`config.mk`:
```
export PLATFORM = sky130hd
export DESIGN_NAME = rcc_top
export DESIGN_NICKNAME = d
export VERILOG_FILES = /design/src/core/rcc_pkg.sv /design/src/core/rcc_lp_edge.sv /design/src/core/rcc_top.sv
export SDC_FILE = /design/constraint.sdc
export NUM_CORES = 1
export LEC_CHECK = 0
export ABC_AREA = 1
export BUFFER_PORTS_ARGS = -buffer_cell sky130_fd_sc_hd__buf_2
export CAP_MARGIN = 20
export CORE_MARGIN = 2
export CORE_UTILIZATION = 35
export CTS_CLUSTER_SIZE = 10
export DETAILED_ROUTE_END_ITERATION = 16
export PLACE_DENSITY_LB_ADDON = 0.08
export SYNTH_ARGS = -nofsm -noshare
export SYNTH_HDL_FRONTEND = slang
export SYNTH_SLANG_ARGS = --single-unit
```
`constraint.sdc`:
```
create_clock -name core_clk -period 1.7 [get_ports core_clk]
set_clock_uncertainty 0.2 [all_clocks]
set_input_delay 0.255 -clock core_clk [delete_from_list [all_inputs] [get_ports core_clk]]
set_output_delay 0.255 -clock core_clk [all_outputs]
set_load 0.01 [all_outputs]
```
`src/core/rcc_pkg.sv`:
```
package rcc_pkg;

    // register byte addresses
    localparam logic [31:0] ADDR_CTRL_STAT = 32'h4000_0200;
    localparam logic [31:0] ADDR_EM_BASE   = 32'h4000_0208;
    localparam logic [31:0] ADDR_EVT_STAT  = 32'h4000_0220;
    localparam logic [31:0] ADDR_EVT_MASK  = 32'h4000_0224;
    localparam logic [31:0] ADDR_SLEEP_CTL = 32'h4000_0228;
    localparam logic [31:0] ADDR_DIAG_VAL  = 32'h4000_022c;

    // control/status register bit positions
    localparam int CS_PERMIT   = 8;
    localparam int CS_LP_SEEN  = 7;
    localparam int CS_CLK_SRC  = 6;
    localparam int CS_DIAG_OVR = 3;
    localparam int CS_ERR_MSK  = 2;
    localparam int CS_ERR_ACK  = 1;
    localparam int CS_ERR_FLAG = 0;

    // exchange memory base field
    localparam int EMB_LSB = 10;
    localparam int EMB_MSB = 16;
    localparam int EMB_W   = 7;

    // event status / mask bit positions
    localparam int EVT_ERR    = 0;
    localparam int EVT_LP     = 1;
    localparam int EVT_PERMIT = 2;
    localparam int EVT_WAKE   = 3;
    localparam int EVT_W      = 4;

    // sleep control bit position
    localparam int SLP_ON = 0;

    // widths
    localparam int DIAG_W = 8;
    localparam int PAGE_W = 6;
    localparam int CNT_W  = 4;

    // reset values
    localparam logic               ERR_MSK_RST  = 1'b1;
    localparam logic [EMB_W-1:0]   EMB_RST      = 7'h00;
    localparam logic [EVT_W-1:0]   EVT_MASK_RST = 4'h0;
    localparam logic [DIAG_W-1:0]  DIAG_VAL_RST = 8'h00;

    // low-power clock edges counted before power-down is permitted
    localparam logic [CNT_W-1:0]   PD_LP_EDGES  = 4'h2;

    typedef enum logic [1:0] {
        RCC_SLP_IDLE,
        RCC_SLP_COUNT,
        RCC_SLP_PERMIT
    } rcc_slp_state_t;

endpackage

```
`src/core/rcc_lp_edge.sv`:
```
`timescale 1ns/1ps
module rcc_lp_edge (
    // clock and reset
    input  wire logic core_clk,
    input  wire logic sys_rst,
    // low-power clock sample and edge pulse
    input  wire logic lp_clk,
    output logic      lp_edge
);

    typedef struct packed {
        logic s1;
        logic s2;
        logic s3;
    } rcc_edge_st_t;

    rcc_edge_st_t st_r;
    rcc_edge_st_t st_nxt;

    // two-flop synchroniser, third flop only for edge detection
    always_comb begin
        st_nxt    = st_r;
        st_nxt.s1 = lp_clk;
        st_nxt.s2 = st_r.s1;
        st_nxt.s3 = st_r.s2;
    end

    always_ff @(posedge core_clk) begin
        if (sys_rst) begin
            // all ones: a pin already high at release gives no false edge
            st_r <= '1;
        end else begin
            st_r <= st_nxt;
        end
    end

    assign lp_edge = st_r.s2 & ~st_r.s3;

endmodule

```
`src/core/rcc_top.sv`:
```
// The APB interface to the registers was left to the implementer.
`timescale 1ns/1ps
// Contract
// deep sleep request leads to power-down permit
// sleep exit interrupt clears power-down permit
// low-power clock rising edge sets monitor flag
// software write zero clears monitor, one ignored
// no monitor set while lp timer reset
// status bit shows core clock source
// override bit overrules diagnostic port output
// error mask resets one, zero blocks irq
// error irq level while flag and mask
// acknowledge write one clears flag, reads zero
// unmapped page access sets error flag
// base field bits 16:10 give base address
// reserved bits read zero, ignore writes
module rcc_top (
    // clock and reset
    input  wire logic        core_clk,
    input  wire logic        sys_rst,
    // apb slave
    input  wire logic [31:0] paddr,
    input  wire logic        psel,
    input  wire logic        penable,
    input  wire logic        pwrite,
    input  wire logic [31:0] pwdata,
    output logic      [31:0] prdata,
    output logic             pready,
    output logic             pslverr,
    // core status inputs
    input  wire logic        lp_clk,
    input  wire logic        lp_timer_reset,
    input  wire logic        core_clock_source_stat,
    input  wire logic        sleep_exit_irq,
    // exchange memory access monitor
    input  wire logic        em_acc_valid,
    input  wire logic [5:0]  em_acc_page,
    input  wire logic [5:0]  em_page_map,
    // diagnostic port
    input  wire logic [7:0]  core_diag_port,
    output logic      [7:0]  diag_out,
    // outputs to the core and system
    output logic             powerdown_permit,
    output logic             core_error_irq,
    output logic             irq,
    output logic      [31:0] exchange_mem_base_addr
);

    typedef struct packed {
        rcc_pkg::rcc_slp_state_t              slp;
        logic [rcc_pkg::CNT_W-1:0]            lp_cnt;
        logic                                 permit;
        logic                                 deep_sleep_on;
        logic                                 lp_seen;
        logic                                 clk_src;
        logic                                 diag_ovr;
        logic                                 err_mask;
        logic                                 err_flag;
        logic                                 err_irq;
        logic [rcc_pkg::EMB_W-1:0]            em_base;
        logic [rcc_pkg::EVT_W-1:0]            evt_stat;
        logic [rcc_pkg::EVT_W-1:0]            evt_mask;
        logic                                 irq;
        logic [rcc_pkg::DIAG_W-1:0]           diag_val;
        logic [rcc_pkg::DIAG_W-1:0]           diag_out;
        logic                                 pready;
        logic                                 pslverr;
        logic [31:0]                          prdata;
    } rcc_st_t;

    localparam rcc_st_t ST_RST = '{
        slp:           rcc_pkg::RCC_SLP_IDLE,
        lp_cnt:        '0,
        permit:        1'b0,
        deep_sleep_on: 1'b0,
        lp_seen:       1'b0,
        clk_src:       1'b0,
        diag_ovr:      1'b0,
        err_mask:      rcc_pkg::ERR_MSK_RST,
        err_flag:      1'b0,
        err_irq:       1'b0,
        em_base:       rcc_pkg::EMB_RST,
        evt_stat:      '0,
        evt_mask:      rcc_pkg::EVT_MASK_RST,
        irq:           1'b0,
        diag_val:      rcc_pkg::DIAG_VAL_RST,
        diag_out:      '0,
        pready:        1'b0,
        pslverr:       1'b0,
        prdata:        32'h0000_0000
    };

    rcc_st_t                      st_r;
    rcc_st_t                      st_nxt;
    logic                         lp_edge;
    logic                         lp_set;
    logic                         err_event;
    logic                         access;
    logic                         wr_done;
    logic                         hit;
    logic [31:0]                  rd;
    logic [rcc_pkg::CNT_W-1:0]    cnt_inc;
    logic [rcc_pkg::EVT_W-1:0]    evt;

    rcc_lp_edge u_lp_edge (
        .core_clk (core_clk),
        .sys_rst  (sys_rst),
        .lp_clk   (lp_clk),
        .lp_edge  (lp_edge)
    );

    assign lp_set    = lp_edge & ~lp_timer_reset;
    assign err_event = em_acc_valid & (em_acc_page > em_page_map);
    assign access    = psel & penable;
    assign wr_done   = access & st_r.pready & pwrite & hit;
    assign cnt_inc   = st_r.lp_cnt + 4'h1;

    // read mux and address decode
    always_comb begin
        rd  = 32'h0000_0000;
        hit = 1'b1;
        case (paddr)
            rcc_pkg::ADDR_CTRL_STAT: begin
                rd[rcc_pkg::CS_PERMIT]   = st_r.permit;
                rd[rcc_pkg::CS_LP_SEEN]  = st_r.lp_seen;
                rd[rcc_pkg::CS_CLK_SRC]  = st_r.clk_src;
                rd[rcc_pkg::CS_DIAG_OVR] = st_r.diag_ovr;
                rd[rcc_pkg::CS_ERR_MSK]  = st_r.err_mask;
                rd[rcc_pkg::CS_ERR_FLAG] = st_r.err_flag;
            end
            rcc_pkg::ADDR_EM_BASE: begin
                rd[rcc_pkg::EMB_MSB:rcc_pkg::EMB_LSB] = st_r.em_base;
            end
            rcc_pkg::ADDR_EVT_STAT: begin
                rd[rcc_pkg::EVT_W-1:0] = st_r.evt_stat;
            end
            rcc_pkg::ADDR_EVT_MASK: begin
                rd[rcc_pkg::EVT_W-1:0] = st_r.evt_mask;
            end
            rcc_pkg::ADDR_SLEEP_CTL: begin
                rd[rcc_pkg::SLP_ON] = st_r.deep_sleep_on;
            end
            rcc_pkg::ADDR_DIAG_VAL: begin
                rd[rcc_pkg::DIAG_W-1:0] = st_r.diag_val;
            end
            default: begin
                hit = 1'b0;
            end
        endcase
    end

    always_comb begin
        st_nxt = st_r;
        evt    = '0;

        // apb: one wait state, answer registered
        if (access && !st_r.pready) begin
            st_nxt.pready  = 1'b1;
            st_nxt.prdata  = pwrite ? 32'h0000_0000 : rd;
            st_nxt.pslverr = ~hit;
        end else begin
            st_nxt.pready  = 1'b0;
            st_nxt.prdata  = 32'h0000_0000;
            st_nxt.pslverr = 1'b0;
        end

        // software writes, taken at completion edge
        if (wr_done) begin
            case (paddr)
                rcc_pkg::ADDR_CTRL_STAT: begin
                    if (!pwdata[rcc_pkg::CS_LP_SEEN]) begin
                        st_nxt.lp_seen = 1'b0;
                    end
                    st_nxt.diag_ovr = pwdata[rcc_pkg::CS_DIAG_OVR];
                    st_nxt.err_mask = pwdata[rcc_pkg::CS_ERR_MSK];
                    if (pwdata[rcc_pkg::CS_ERR_ACK]) begin
                        st_nxt.err_flag = 1'b0;
                    end
                end
                rcc_pkg::ADDR_EM_BASE: begin
                    st_nxt.em_base = pwdata[rcc_pkg::EMB_MSB:rcc_pkg::EMB_LSB];
                end
                rcc_pkg::ADDR_EVT_STAT: begin
                    st_nxt.evt_stat = st_r.evt_stat & ~pwdata[rcc_pkg::EVT_W-1:0];
                end
                rcc_pkg::ADDR_EVT_MASK: begin
                    st_nxt.evt_mask = pwdata[rcc_pkg::EVT_W-1:0];
                end
                rcc_pkg::ADDR_SLEEP_CTL: begin
                    st_nxt.deep_sleep_on = pwdata[rcc_pkg::SLP_ON];
                end
                rcc_pkg::ADDR_DIAG_VAL: begin
                    st_nxt.diag_val = pwdata[rcc_pkg::DIAG_W-1:0];
                end
                default: begin
                    st_nxt.em_base = st_r.em_base;
                end
            endcase
        end

        // hardware sets win over software clears
        if (lp_set) begin
            st_nxt.lp_seen = 1'b1;
        end
        if (err_event) begin
            st_nxt.err_flag = 1'b1;
        end

        // deep sleep permission sequence on low-power clock edges
        case (st_r.slp)
            rcc_pkg::RCC_SLP_IDLE: begin
                st_nxt.lp_cnt = '0;
                if (st_r.deep_sleep_on) begin
                    st_nxt.slp = rcc_pkg::RCC_SLP_COUNT;
                end
            end
            rcc_pkg::RCC_SLP_COUNT: begin
                if (!st_nxt.deep_sleep_on) begin
                    st_nxt.slp = rcc_pkg::RCC_SLP_IDLE;
                end else if (lp_edge) begin
                    st_nxt.lp_cnt = cnt_inc;
                    if (cnt_inc == rcc_pkg::PD_LP_EDGES) begin
                        st_nxt.slp    = rcc_pkg::RCC_SLP_PERMIT;
                        st_nxt.permit = 1'b1;
                    end
                end
            end
            rcc_pkg::RCC_SLP_PERMIT: begin
                st_nxt.permit = 1'b1;
            end
            default: begin
                st_nxt.slp = rcc_pkg::RCC_SLP_IDLE;
            end
        endcase

        // wake-up ends the sleep request whatever the state
        if (sleep_exit_irq) begin
            st_nxt.slp           = rcc_pkg::RCC_SLP_IDLE;
            st_nxt.permit        = 1'b0;
            st_nxt.deep_sleep_on = 1'b0;
            st_nxt.lp_cnt        = '0;
        end

        // sticky events, set wins over write-one clear
        evt[rcc_pkg::EVT_ERR]    = err_event;
        evt[rcc_pkg::EVT_LP]     = lp_set;
        evt[rcc_pkg::EVT_PERMIT] = st_nxt.permit & ~st_r.permit;
        evt[rcc_pkg::EVT_WAKE]   = sleep_exit_irq;
        st_nxt.evt_stat          = st_nxt.evt_stat | evt;
        st_nxt.irq               = |(st_r.evt_stat & st_r.evt_mask);

        st_nxt.clk_src  = core_clock_source_stat;
        st_nxt.err_irq  = st_r.err_flag & st_r.err_mask;
        st_nxt.diag_out = st_r.diag_ovr ? st_r.diag_val : core_diag_port;
    end

    always_ff @(posedge core_clk) begin
        if (sys_rst) begin
            st_r <= ST_RST;
        end else begin
            st_r <= st_nxt;
        end
    end

    assign prdata                 = st_r.prdata;
    assign pready                 = st_r.pready;
    assign pslverr                = st_r.pslverr;
    assign diag_out               = st_r.diag_out;
    assign powerdown_permit       = st_r.permit;
    assign core_error_irq         = st_r.err_irq;
    assign irq                    = st_r.irq;
    assign exchange_mem_base_addr = {15'h0000, st_r.em_base, 10'h000};
endmodule

```
# == Yosys cells after proc, flatten, opt, wreduce, memory -nomap -nowiden ==
# Cells that the tools add are included.
# classes
n_bitwise,22
reduce_logical,25
eq_ne,15
addsub,1
n_mux,33
n_lt_le_gt_ge,1
# op_table
cell,n
$eq 32x31->1 const B,6
$mux 34,1
$mux 17,1
$mux 8,2
$reduce_or 4->1,4
$mux 7,2
$mux 2,6
$reduce_bool 2->1,6
$mux 1,11
$and 1x1->1,9
$not 1->1,9
$reduce_and 3->1,3
$and 4x4->4,2
$mux 4,2
$pmux 2 s4,1
$pmux 4 s2,1
$reduce_and 2->1,4
$gt 6x6->1,1
$ne 3x3->1 const B,2
$pmux 2 s3,1
$reduce_or 6->1,1
$mux 5,1
$pmux 1 s5,1
$add 4x1->4 const B,1
other kinds (16),19
# word_totals
elab_cells,123
in_bits,94
out_inout_bits,77
register_bits,83

# == Longest topological paths before layout ==
# Gate-level depths: netlist (run 1).
# depth
ltp_word,10
ltp_mapped,15
depth_no_buf,15

# == Hierarchy ==
# Synthesis (run 1) repeated with hierarchy kept, for this count alone.
# unflattened
cells_unflattened,503
area_unflattened_um2,3839.9
# modules_own_cells
module,seq_area_each_um2,area_per_inst_um2,cells_each,n_inst
rcc_top,1281.2,3747.3,492,1
rcc_lp_edge,60.1,92.6,11,1

# == Least setup slack after synthesis (run 1) ==
# No wires, ideal clock.
# synth_path
kind,in2reg
start,in paddr[15]
end,reg st_r[74] in the netlist's numbering
path_stages,12
setup_slack_ns,-0.054
required_time_ns,1.385
setup_time_ns,0.115
t_arrival_ns,1.439
path_buffers,0
path_cell_list,nor2_1 > nand2_2 > nor2_8 > nand2_1 > nor2_1 > nor2_1 > nand3_2 > nand3_2 > nand3_4 > inv_4 > o21ai_1 > nor2_1
# synth_via
elab_chain_len,7
word_cells_on_any_way,13
cone_classes,eq/ne (7); mux (3); bitwise (1); reduce/logical (2)
# synth_lines
item,line_no,source
start: declaration,rcc_top.sv:22,"input wire logic [31:0] paddr,"
$eq 32x31->1 (on tied branches),"rcc_top.sv:122, rcc_top.sv:169",
$reduce_or 6->1 (no source line),-,
$mux 1,rcc_top.sv:122,case (paddr)
$and 1x1->1,rcc_top.sv:115,assign wr_done = access & st_r.pready & pwrite & hit;
$mux 2 (*),rcc_top.sv:168,if (wr_done) begin
$ne 2x1->1 (no source line) (*),-,
$reduce_and 3->1 (no source line) (*),-,
end signal: assignment,rcc_top.sv:261,st_r <= st_nxt;
end: declaration,rcc_top.sv:93,rcc_st_t st_r;
# Mark *: on every way between the ends. The rest lies on a longest branch, timed or not. The select of a mux whose other input is x is not followed.
# A chain may end at the register's enable or synchronous reset.

# == Final worst setup path (run 1) ==
# layout_path
start,in paddr[15]
end,reg st_r[77] in the netlist's numbering
# The elaborated chain is that of the path after synthesis.

==> results.yml, run 1 <==
final_layout:
  fillCellCount: 1019
  finalNetCount: 728
  postLayoutCellArea_sq_um: 4920
  layout-drive-gt1-share_pct: 34.9
  multiInputGateArea_sq_um: 1840
  antenna_cells: 0
  area_delta_synth_final_pct: 36.4
  fin_cells: 764
  regArea_sq_um: 1340
timing:
  setup_violations: 0
  slew_violations: 0
  post-route-period-util_pct: 97.9
  rsz0062_at_grt: "yes"
  totalNegativeSetupSlack_ns: 0
  hold_slack_ns: 0.0143
  finalHoldViolations: 0
  max_freq_ghz: 0.601
  fin_crit_ns: 1.66
detailed_routing:
  drt_iter0_drc: 83
  vias: 3287
  drtPass1Iterations: 4
  drc: 0
  vias_per_cell: 4.30
  wl_per_cell_microns: 11.3
  dr_wl_met2_mm: 4.06
  top_layer: "met4"
  wl_mm: 8.67
  wl_met1_mm: 3.87
  ant_nets: 0
  wl_met3_microns: 612
global_route:
  grt_pass1_vias: 3016
  gr-total-overflow: 0
  grt_pass1_wl_mm: 13.5
  antenna_found_initial: 0
  grt_util_all_layers_pct: 15.2
  grt_max_degree: 20
yosys:
  synth-edff-count: 0
  ys_seq_area_share_pct: 37.2
  synth_xor_area_share_pct: 0.485
  netlist_area_sq_um: 3610
  synth_area_per_cell_sq_um: 7.43
  synthSimpleGateAreaFrac_pct: 23.0
  synthArstFlopShare_pct: 0
  synth-seq-cells: 67
  ys_types: 39
  synthFlopType: "dfxtp_1"
  synth_top_family_by_area: "simple AND/OR/NAND/NOR gates"
  synth-compound-area-share_pct: 12.9
  synth.area.mux_share_pct: 0
  yosysWarnings: 0
  synthAdderAreaFrac_pct: 3.81
  netlist_instances: 486
placement:
  io_buffers: 112
  dp_hpwl_mm: 6.74
  place_congestion: 0.851
  place_area_sq_um: 4200
  dp_cells: 722
clock_network:
  clock-root-buffer: "clkbuf_8"
  cts_buffer_depth: 2
  clock_sinks: 67
  clk_pin_slew_worst_paths_ns: 0.08
  clkLatencyLatePin_ns: 0.34
  cts_tree: "done"
  cts_made_buffers: 9
  h-tree-depth: 3
setup_path:
  critical_path_required_ns: 1.78
  r2r_end: "st_r[79]"
  crit_arrival_ns: 1.74
  start_kind: "input pin"
  path_max_fanout: 7
  r2r-start: "st_r[74]"
  critPathCaptureType: "register"
  reg2reg_depth: 9
  path_class: "input pin to register"
  rrSetupSlack_ns: 0.08
die:
  dieWidth_microns: 106
  num_io_pins: 171
  coreArea_sq_um: 10200
  die_area_sq_um: 11100
  rows: 37
  start_util_pct: 35.4
  die_h_microns: 106
hold_path:
  min_to: "st_r[56]"
  hp-start: "lp_timer_reset"
  min_path_type: "input pin to register"
  worstHoldPathCells: 3
power:
  power.density_nw_per_um2: 731
  ir_worst_vdd_uv: 328
  leakagePower_uw: 0.00234
run_status:
  status: "complete, no violations"
job:
  drv_cap: 0
## worst max-delay path by stage
stage,startpoint,slack (ns),cells past startpoint,to
3_5_place_dp,paddr[9],-0.35,15,st_r[42]
4_1_cts,paddr[9],0.001,15,st_r[42]
3_3_place_gp,paddr[9],-0.32,15,st_r[44]
2_1_floorplan,paddr[9],-0.04,13,st_r[77]
5_1_grt,paddr[29],-0.08,14,st_r[77]
6_report,paddr[15],0.04,13,st_r[77]
## area by class of cell
cell class	instances	share of cell area, %
repair buffers	164	21.5
well taps	136	3.46
multi-input cells	315	37.3
flip-flops and latches	67	27.2
clock buffers	10	2.79
clock inverters	6	2.26
inverters	66	5.44
## cells in the mapped netlist, types with 4 or more instances
| master | n | area, sq um |
|---|---|---|
| a211oi_1 | 14 | 105 |
| a21oi_1 | 30 | 150 |
| buf_4 | 72 | 541 |
| clkbuf_1 | 5 | 18.8 |
| dfxtp_1 | 67 | 1340 |
| ha_1 | 11 | 138 |
| inv_1 | 63 | 236 |
| nand2_1 | 63 | 236 |
| nand3_1 | 13 | 65.1 |
| nor2_1 | 77 | 289 |
| nor4_1 | 4 | 25.0 |
| o21ai_0 | 17 | 85.1 |
| o22ai_1 | 7 | 43.8 |
## worst max-delay path: stages
cell and delay, ns:
buf_2 0.12, nor2_4 0.08, nand2_2 0.09, nor2_8 0.21
nand2_2 0.08, a21o_1 0.21, nand3_4 0.12, nand2_4 0.09
nand2_4 0.09, nand3_4 0.10, inv_4 0.09, nand2_2 0.05
a21oi_2 0.14
## sequential cells by signal (all words and copies together) (netlist names)
name                    count
st_r                       28
prdata                     16
diag_out                    8
exchange_mem_base_addr      7
u_lp_edge.st_nxt            2
core_error_irq              1
irq                         1
powerdown_permit            1
pready                      1
pslverr                     1
u_lp_edge.st_r              1
## stage by stage
| stage | power (uW) | setup slack (ns) | utilization [%] |
|---|---|---|---|
| 6_report | 3600 | 0.0358 | 48.4 |
| 5_1_grt | 3770 | -0.0823 | 48.4 |
| 4_1_cts | 3630 | 0.000989 | 46.1 |
| 3_5_place_dp | 1930 | -0.351 | 41.2 |
| 3_3_place_gp | 1930 | -0.320 | 41.2 |
| 2_1_floorplan | 1860 | -0.0423 | - |
## cell usage in the layout, fill, tap and decap left out, types with 3 or more instances in the layout
cell type	synthesis	final
nor2_2	2	9
inv_1	63	61
o21ai_0	17	16
bufinv_16	0	3
nand2_2	3	8
buf_6	0	5
nand3_1	13	13
nor4_1	4	4
conb_1	1	41
a21oi_2	0	4
or2_2	3	3
nand3_4	1	3
a211oi_1	14	14
nor2_4	2	14
nor2_1	77	58
dfxtp_1	67	67
nand2_4	3	8
dlygate4sd3_1	0	24
a21oi_1	30	26
buf_2	0	106
buf_4	72	28
o22ai_1	7	7
ha_1	11	10
nand2_1	63	52
clkbuf_8	0	10
## cells by family after synthesis
| logic type | after synthesis |
|---|---|
| adder cells (fa/ha/maj) | 11 |
| AO/OA/AOI/OAI | 79 |
| buffers and inverters | 144 |
| other | 1 |
| AND/OR/NAND/NOR | 182 |
| flip-flops | 67 |
| XOR/XNOR | 2 |
## layer usage
layer | global-route usage [%] | vias to the layer above
li1 | - | 1706
met1 | 18.9 | 1451
met2 | 25.3 | 123
met3 | 3.90 | 7
met4 | 5.92 | 0
met5 | 0 | -
## power by group
part | switching, uW | internal, uW
clock network | 620 | 1020
registers | 9.19 | 1590
logic | 193 | 169
## what timing repair did
item                                    in CTS  in global routing
buffers inserted                             0                  2
resized for setup                            1                 56
hold endpoints to repair                    24                  0
hold buffers                                24                  0
pin swaps                                    0                 28
endpoints found under the setup margin       1                 27
No activity file was read; power rests on OpenSTA's default activity.
==> run 2: changes to the inputs <==
--- a/config.mk
+++ b/config.mk
@@ -12,7 +12,9 @@
 export CORE_UTILIZATION = 35
 export CTS_CLUSTER_SIZE = 10
 export DETAILED_ROUTE_END_ITERATION = 16
+export GPL_ROUTABILITY_DRIVEN = 1
 export PLACE_DENSITY_LB_ADDON = 0.08
 export SYNTH_ARGS = -nofsm -noshare
 export SYNTH_HDL_FRONTEND = slang
+export SYNTH_HIERARCHICAL = 1
 export SYNTH_SLANG_ARGS = --single-unit
==> run 2 against run 1 <==
Effect of this change: the flow now finishes with violations (setup timing); combinational power grew 10%; setup slack got worse by 0.083 ns; sequential share of layout area shrank 1.7 points; synthesized cell count is 3.5% higher; die area is 6.1% higher; core utilization is 0.50 points higher; first-iteration DRC count rose by 37%.
==> results.yml, run 2 <==
global_route:
  grt_pass1_wl_mm: 14.4
  grt_pass1_vias: 3157
  grt_util_all_layers_pct: 15.6
  gr-total-overflow: 0
  grt_max_degree: 25
  antenna_found_initial: 0
final_layout:
  largest_reg_flops: 28
  layout-drive-gt1-share_pct: 40.8
  regMostFlops: "st_r"
  area_delta_synth_final_pct: 37.3
  layout_common_cells: "107 x buf_2, 67 x inv_1, 65 x dfxtp_1, 58 x nor2_1, 44 x buf_4"
  fin_cells: 804
  postLayoutCellArea_sq_um: 5270
  finalNetCount: 764
  antenna_cells: 0
  layout_commonest_cell: "buf_2"
yosys:
  synth_area_per_cell_sq_um: 7.63
  ys_types: 37
  synth-edff-count: 0
  synth.most_common_cell: "nor2_1"
  ys_top_cells_by_area: "dfxtp_1 35%, buf_4 14%, nor2_1 8.0%"
  synthArstFlopShare_pct: 0
  synth-seq-cells: 67
  synth_commonest_cells: "82 x nor2_1, 72 x buf_4, 68 x inv_1"
  synth_top_area_share_pct: 34.9
  netlist_area_sq_um: 3840
  yosys.area.top_type: "dfxtp_1"
  synthFlopType: "dfxtp_1"
  netlist_instances: 503
  ys_seq_area_share_pct: 34.9
  yosysWarnings: 6
timing:
  finalHoldViolations: 0
  slew_violations: 0
  fin_crit_ns: 1.75
  setup_violations: 7
  post-route-period-util_pct: 103
  rsz0062_at_grt: "yes"
  hold_slack_ns: 0.0328
  max_freq_ghz: 0.572
  setup_ws_ns: -0.0469
die:
  die_h_microns: 109
  dieWidth_microns: 109
  start_util_pct: 35.6
  num_io_pins: 171
  coreArea_sq_um: 10800
  rows: 38
  die_area_sq_um: 11800
detailed_routing:
  drtPass1Iterations: 4
  wl_mm: 9.28
  wl_per_cell_microns: 11.5
  drt_iter0_drc: 114
  ant_nets: 0
  drc: 0
  vias_per_cell: 4.33
  vias: 3478
clock_network:
  clkLatencyLatePin_ns: 0.36
  clock-root-buffer: "clkbuf_8"
  cts_made_buffers: 9
  clk_pin_slew_worst_paths_ns: 0.09
  cts_buffer_depth: 2
  h-tree-depth: 3
  clock_sinks: 67
  cts_tree: "done"
setup_path:
  rrSetupSlack_ns: -0.01
  path_class: "input pin to register"
  startpoint: "paddr[12]"
  path_max_fanout: 7
  critPathCaptureType: "register"
  reg2reg_depth: 11
  crit_arrival_ns: 1.80
  r2r-start: "st_r[74]"
  critical_path_required_ns: 1.75
  start_kind: "input pin"
  r2r_end: "st_r[79]"
job:
  drv_cap: 0
power:
  leakagePower_uw: 0.00243
  ir_worst_vdd_uv: 333
  power.density_nw_per_um2: 634
placement:
  dp_hpwl_mm: 7.12
  place_congestion: 0.795
  place_area_sq_um: 4530
  dp_cells: 758
  io_buffers: 112
hold_path:
  min_path_type: "input pin to register"
  min_to: "pslverr"
  hp-start: "sys_rst"
  worstHoldPathCells: 4
run_status:
  status: "complete, but fails checks"
  violations: "setup timing"
-- run 2: cell types whose count changed in the layout (fill, tap and decap cells not counted), moves of 6 or more --
cell / before / now
nand2_1: 52 / 43
nor2_4: 14 / 20
nor2_2: 9 / 19
nor3_2: 2 / 9
inv_1: 61 / 67
buf_4: 28 / 44
a211oi_1: 14 / 6
-- run 2: worst max path at each step --
stage | slack [ns] | to | depth (start not counted)
floorplan | -0.19 | st_r[57] | 11
global placement | -0.41 | st_r[57] | 12
detailed placement | -0.43 | st_r[46] | 13
CTS | 0.002 | st_r[79] | 17
global route | -0.15 | st_r[79] | 17
finish | -0.05 | st_r[79] | 17
-- run 2: repair_timing --
item,4_1_cts,5_1_grt
buffers inserted,1,3
pin swaps,7,15
hold endpoints to repair,26,0
endpoints found under the setup margin,17,34
gates resized for setup,10,53
hold buffers,26,0
-- run 2: logic make-up after synthesis --
kind of cell | Yosys count | share of synthesized area, %
compound gates | 72 | 11.9
xor+xnor | 2 | 0.456
fa+ha+maj | 11 | 3.58
buf+inv | 151 | 22.0
flops | 67 | 34.9
other cells | 1 | 0.0977
simple gates | 199 | 27.1
-- run 2: per-layer routing --
metal	part of all wire (%)	track usage, %	up-vias
met2	50	27.2	99
met3	6.0	4.66	9
met1	43	18.5	1557
met5	0	0	-
li1	-	-	1813
met4	0.95	4.67	0
-- run 2: final cells by class --
| class | count | area [sq um] |
|---|---|---|
| repair buffers | 183 | 1200 |
| clock buffers | 11 | 141 |
| inverters | 73 | 279 |
| well taps | 140 | 175 |
| multi-input cells | 325 | 2080 |
| fillers | 1085 | 5520 |
| clock inverters | 5 | 52.6 |
| flip-flops and latches | 67 | 1340 |
-- run 2: metrics by stage --
step / total power [uW] / setup TNS [ns] / setup slack, ns / utilization, %
floorplan: 1870 / -3.82 / -0.194 / -
global placement: 1950 / -11.80 / -0.414 / 41.9
detailed placement: 1950 / -12.83 / -0.434 / 41.9
CTS: 3350 / 0 / 0.00163 / 46.5
global route: 3490 / -2.04 / -0.150 / 48.9
finish: 3340 / -0.158 / -0.0469 / 48.9
-- run 2: worst max-delay path, stage by stage --
cell     delay (ns)
buf_2          0.12
nor2_4         0.08
nand2_2        0.08
nor2_4         0.20
nand2_2        0.10
nor2_4         0.14
nor2_4         0.06
nand3_4        0.13
nand2_8        0.10
nand2_4        0.10
nand2_4        0.08
nand2_2        0.06
nand2_2        0.06
inv_2          0.07
nand2_1        0.05
nand2_1        0.07
nor2_2         0.04
-- run 2: where the power goes --
part	internal, uW	total (uW)	leakage (uW)	switching, uW
combinational	184	397	0.00179	213
sequential	1590	1600	0.000545	9.37
clock	710	1340	0.0000991	634
total	2490	3340	0.00243	857
==> run 3: changes to the inputs <==
==> constraint.sdc (replaced) <==
create_clock -name core_clk -period 2.2 [get_ports core_clk]
set_clock_uncertainty 0.2 [all_clocks]
set_input_delay 0.33 -clock core_clk [delete_from_list [all_inputs] [get_ports core_clk]]
set_output_delay 0.33 -clock core_clk [all_outputs]
set_load 0.01 [all_outputs]
==> run 3 against run 2 <==
Effect of this change: the run now ends clean; combinational power is 41% lower; highest routed layer unchanged; clock power is 30% lower; largest cell class unchanged; register-to-register slack better by 0.49 ns; non-clock buffer count is 44 lower.
==> results.yml, run 3 (synthesized netlist as in run 2, its figures left out) <==
setup_path:
  critPathCaptureType: "register"
  crit_arrival_ns: 1.91
  critical_path_required_ns: 2.25
  rrSetupSlack_ns: 0.48
  path_max_fanout: 8
  r2r-start: "st_r[74]"
  r2r_end: "st_r[57]"
  reg2reg_depth: 9
  path_class: "input pin to register"
  start_kind: "input pin"
detailed_routing:
  drtPass1Iterations: 5
  drc: 0
  drt_iter0_drc: 117
  vias_per_cell: 4.28
  wl_per_cell_microns: 11.2
  ant_nets: 0
  wl_mm: 8.49
  vias: 3249
run_status:
  status: "complete, no violations"
die:
  coreArea_sq_um: 10800
  start_util_pct: 35.6
  rows: 38
  num_io_pins: 171
  dieWidth_microns: 109
  die_h_microns: 109
  die_area_sq_um: 11800
final_layout:
  regMostFlops: "st_r"
  largest_reg_flops: 28
  layout_commonest_cell: "buf_2"
  postLayoutCoreUtil_pct: 42.1
  area_delta_synth_final_pct: 18.3
  antenna_cells: 0
  fillCellCount: 1113
  finalNetCount: 720
  layout_common_cells: "112 x buf_2, 82 x nor2_1, 68 x inv_1, 67 x dfxtp_1, 51 x nand2_1"
  layout-drive-gt1-share_pct: 32.7
clock_network:
  cts_tree: "done"
  hold_buffers: 2
  clk_pin_slew_worst_paths_ns: 0.07
  h-tree-depth: 3
  clock_sinks: 67
  post_cts_resized: 0
  cts_buffer_depth: 2
  clock-root-buffer: "clkbuf_8"
  clkLatencyLatePin_ns: 0.35
  postCtsSetupBuffers: 0
  cts_made_buffers: 9
hold_path:
  min_path_type: "input pin to register"
  hp-start: "core_diag_port[1]"
  worstHoldPathCells: 3
  min_to: "diag_out[1]"
timing:
  hold_slack_ns: 0.0189
  rsz0062_at_grt: "no"
  setup_ws_ns: 0.336
  max_freq_ghz: 0.536
  post-route-period-util_pct: 84.7
  setup_violations: 0
  finalHoldViolations: 0
  fin_crit_ns: 1.86
  slew_violations: 0
  totalNegativeSetupSlack_ns: 0
job:
  drv_cap: 0
placement:
  io_buffers: 112
  dp_hpwl_mm: 6.84
  place_congestion: 0.758
  place_ws_ns: -0.0522
global_route:
  grt_pass1_vias: 3042
  gr-total-overflow: 0
  antenna_found_initial: 0
  grt_max_degree: 26
  grt_util_all_layers_pct: 15.2
  grt_pass1_wl_mm: 14.0
power:
  power.density_nw_per_um2: 532
  ir_worst_vdd_uv: 236
  power_uw: 2420
  leakagePower_uw: 0.00214
==> run 3: layout make-up <==
cell class                 count  area (sq um)  share of cell area, %
inverter                      73           274                   6.03
clock buffer                  12           155                   3.42
clock inverter                 4          25.0                  0.551
multi-input combinational    325          1800                   39.7
timing repair buffer         139           768                   16.9
sequential                    67          1340                   29.5
tap                          140           175                   3.86
==> run 3: power breakdown <==
part	total (uW)	switching [uW]	internal [uW]	leakage, uW
sequential	1240	6.77	1230	0.000544
combinational	235	139	96.3	0.00151
clock	942	475	467	0.0000884
total	2420	621	1790	0.00214
==> run 3: routing by layer <==
| layer | wire length, microns | share of wire, % | track usage [%] |
|---|---|---|---|
| met1 | 3640 | 43 | 18.4 |
| met4 | 78 | 0.92 | 4.95 |
| met2 | 4130 | 49 | 26.0 |
| met3 | 645 | 7.6 | 4.12 |
| met5 | 0 | 0 | 0 |
==> run 3: worst max-delay path by stage <==
stage,start,to,slack [ns],depth (start not counted)
4_1_cts,paddr[23],st_r[79],0.32,17
3_3_place_gp,paddr[25],st_r[79],-0.02,17
3_5_place_dp,paddr[23],st_r[79],-0.05,17
5_1_grt,paddr[23],st_r[71],0.12,13
2_1_floorplan,paddr[25],st_r[46],0.21,12
6_report,paddr[23],st_r[79],0.34,17
==> run 3: per-stage QoR <==
| step | std cells | instance area, sq um |
|---|---|---|
| 2_1_floorplan | 543 | 3990 |
| 3_3_place_gp | 742 | 4340 |
| 3_5_place_dp | 742 | 4340 |
| 4_1_cts | 760 | 4540 |
| 5_1_grt | 760 | 4540 |
| 6_report | 760 | 4540 |
==> run 3: critical path, stage by stage <==
cell and delay (ns):
buf_2 0.10, nor2_1 0.14, nand2_1 0.08, nor2_2 0.12, nand2_2 0.14, nor2_2 0.13, o21ai_1 0.12, nand3_4 0.13
nand2_4 0.12, nand2_4 0.10, nand2_4 0.08, nand2_2 0.06, nand2_2 0.05, inv_2 0.06, nand2_1 0.04, nand2_1 0.06
nor2_2 0.03
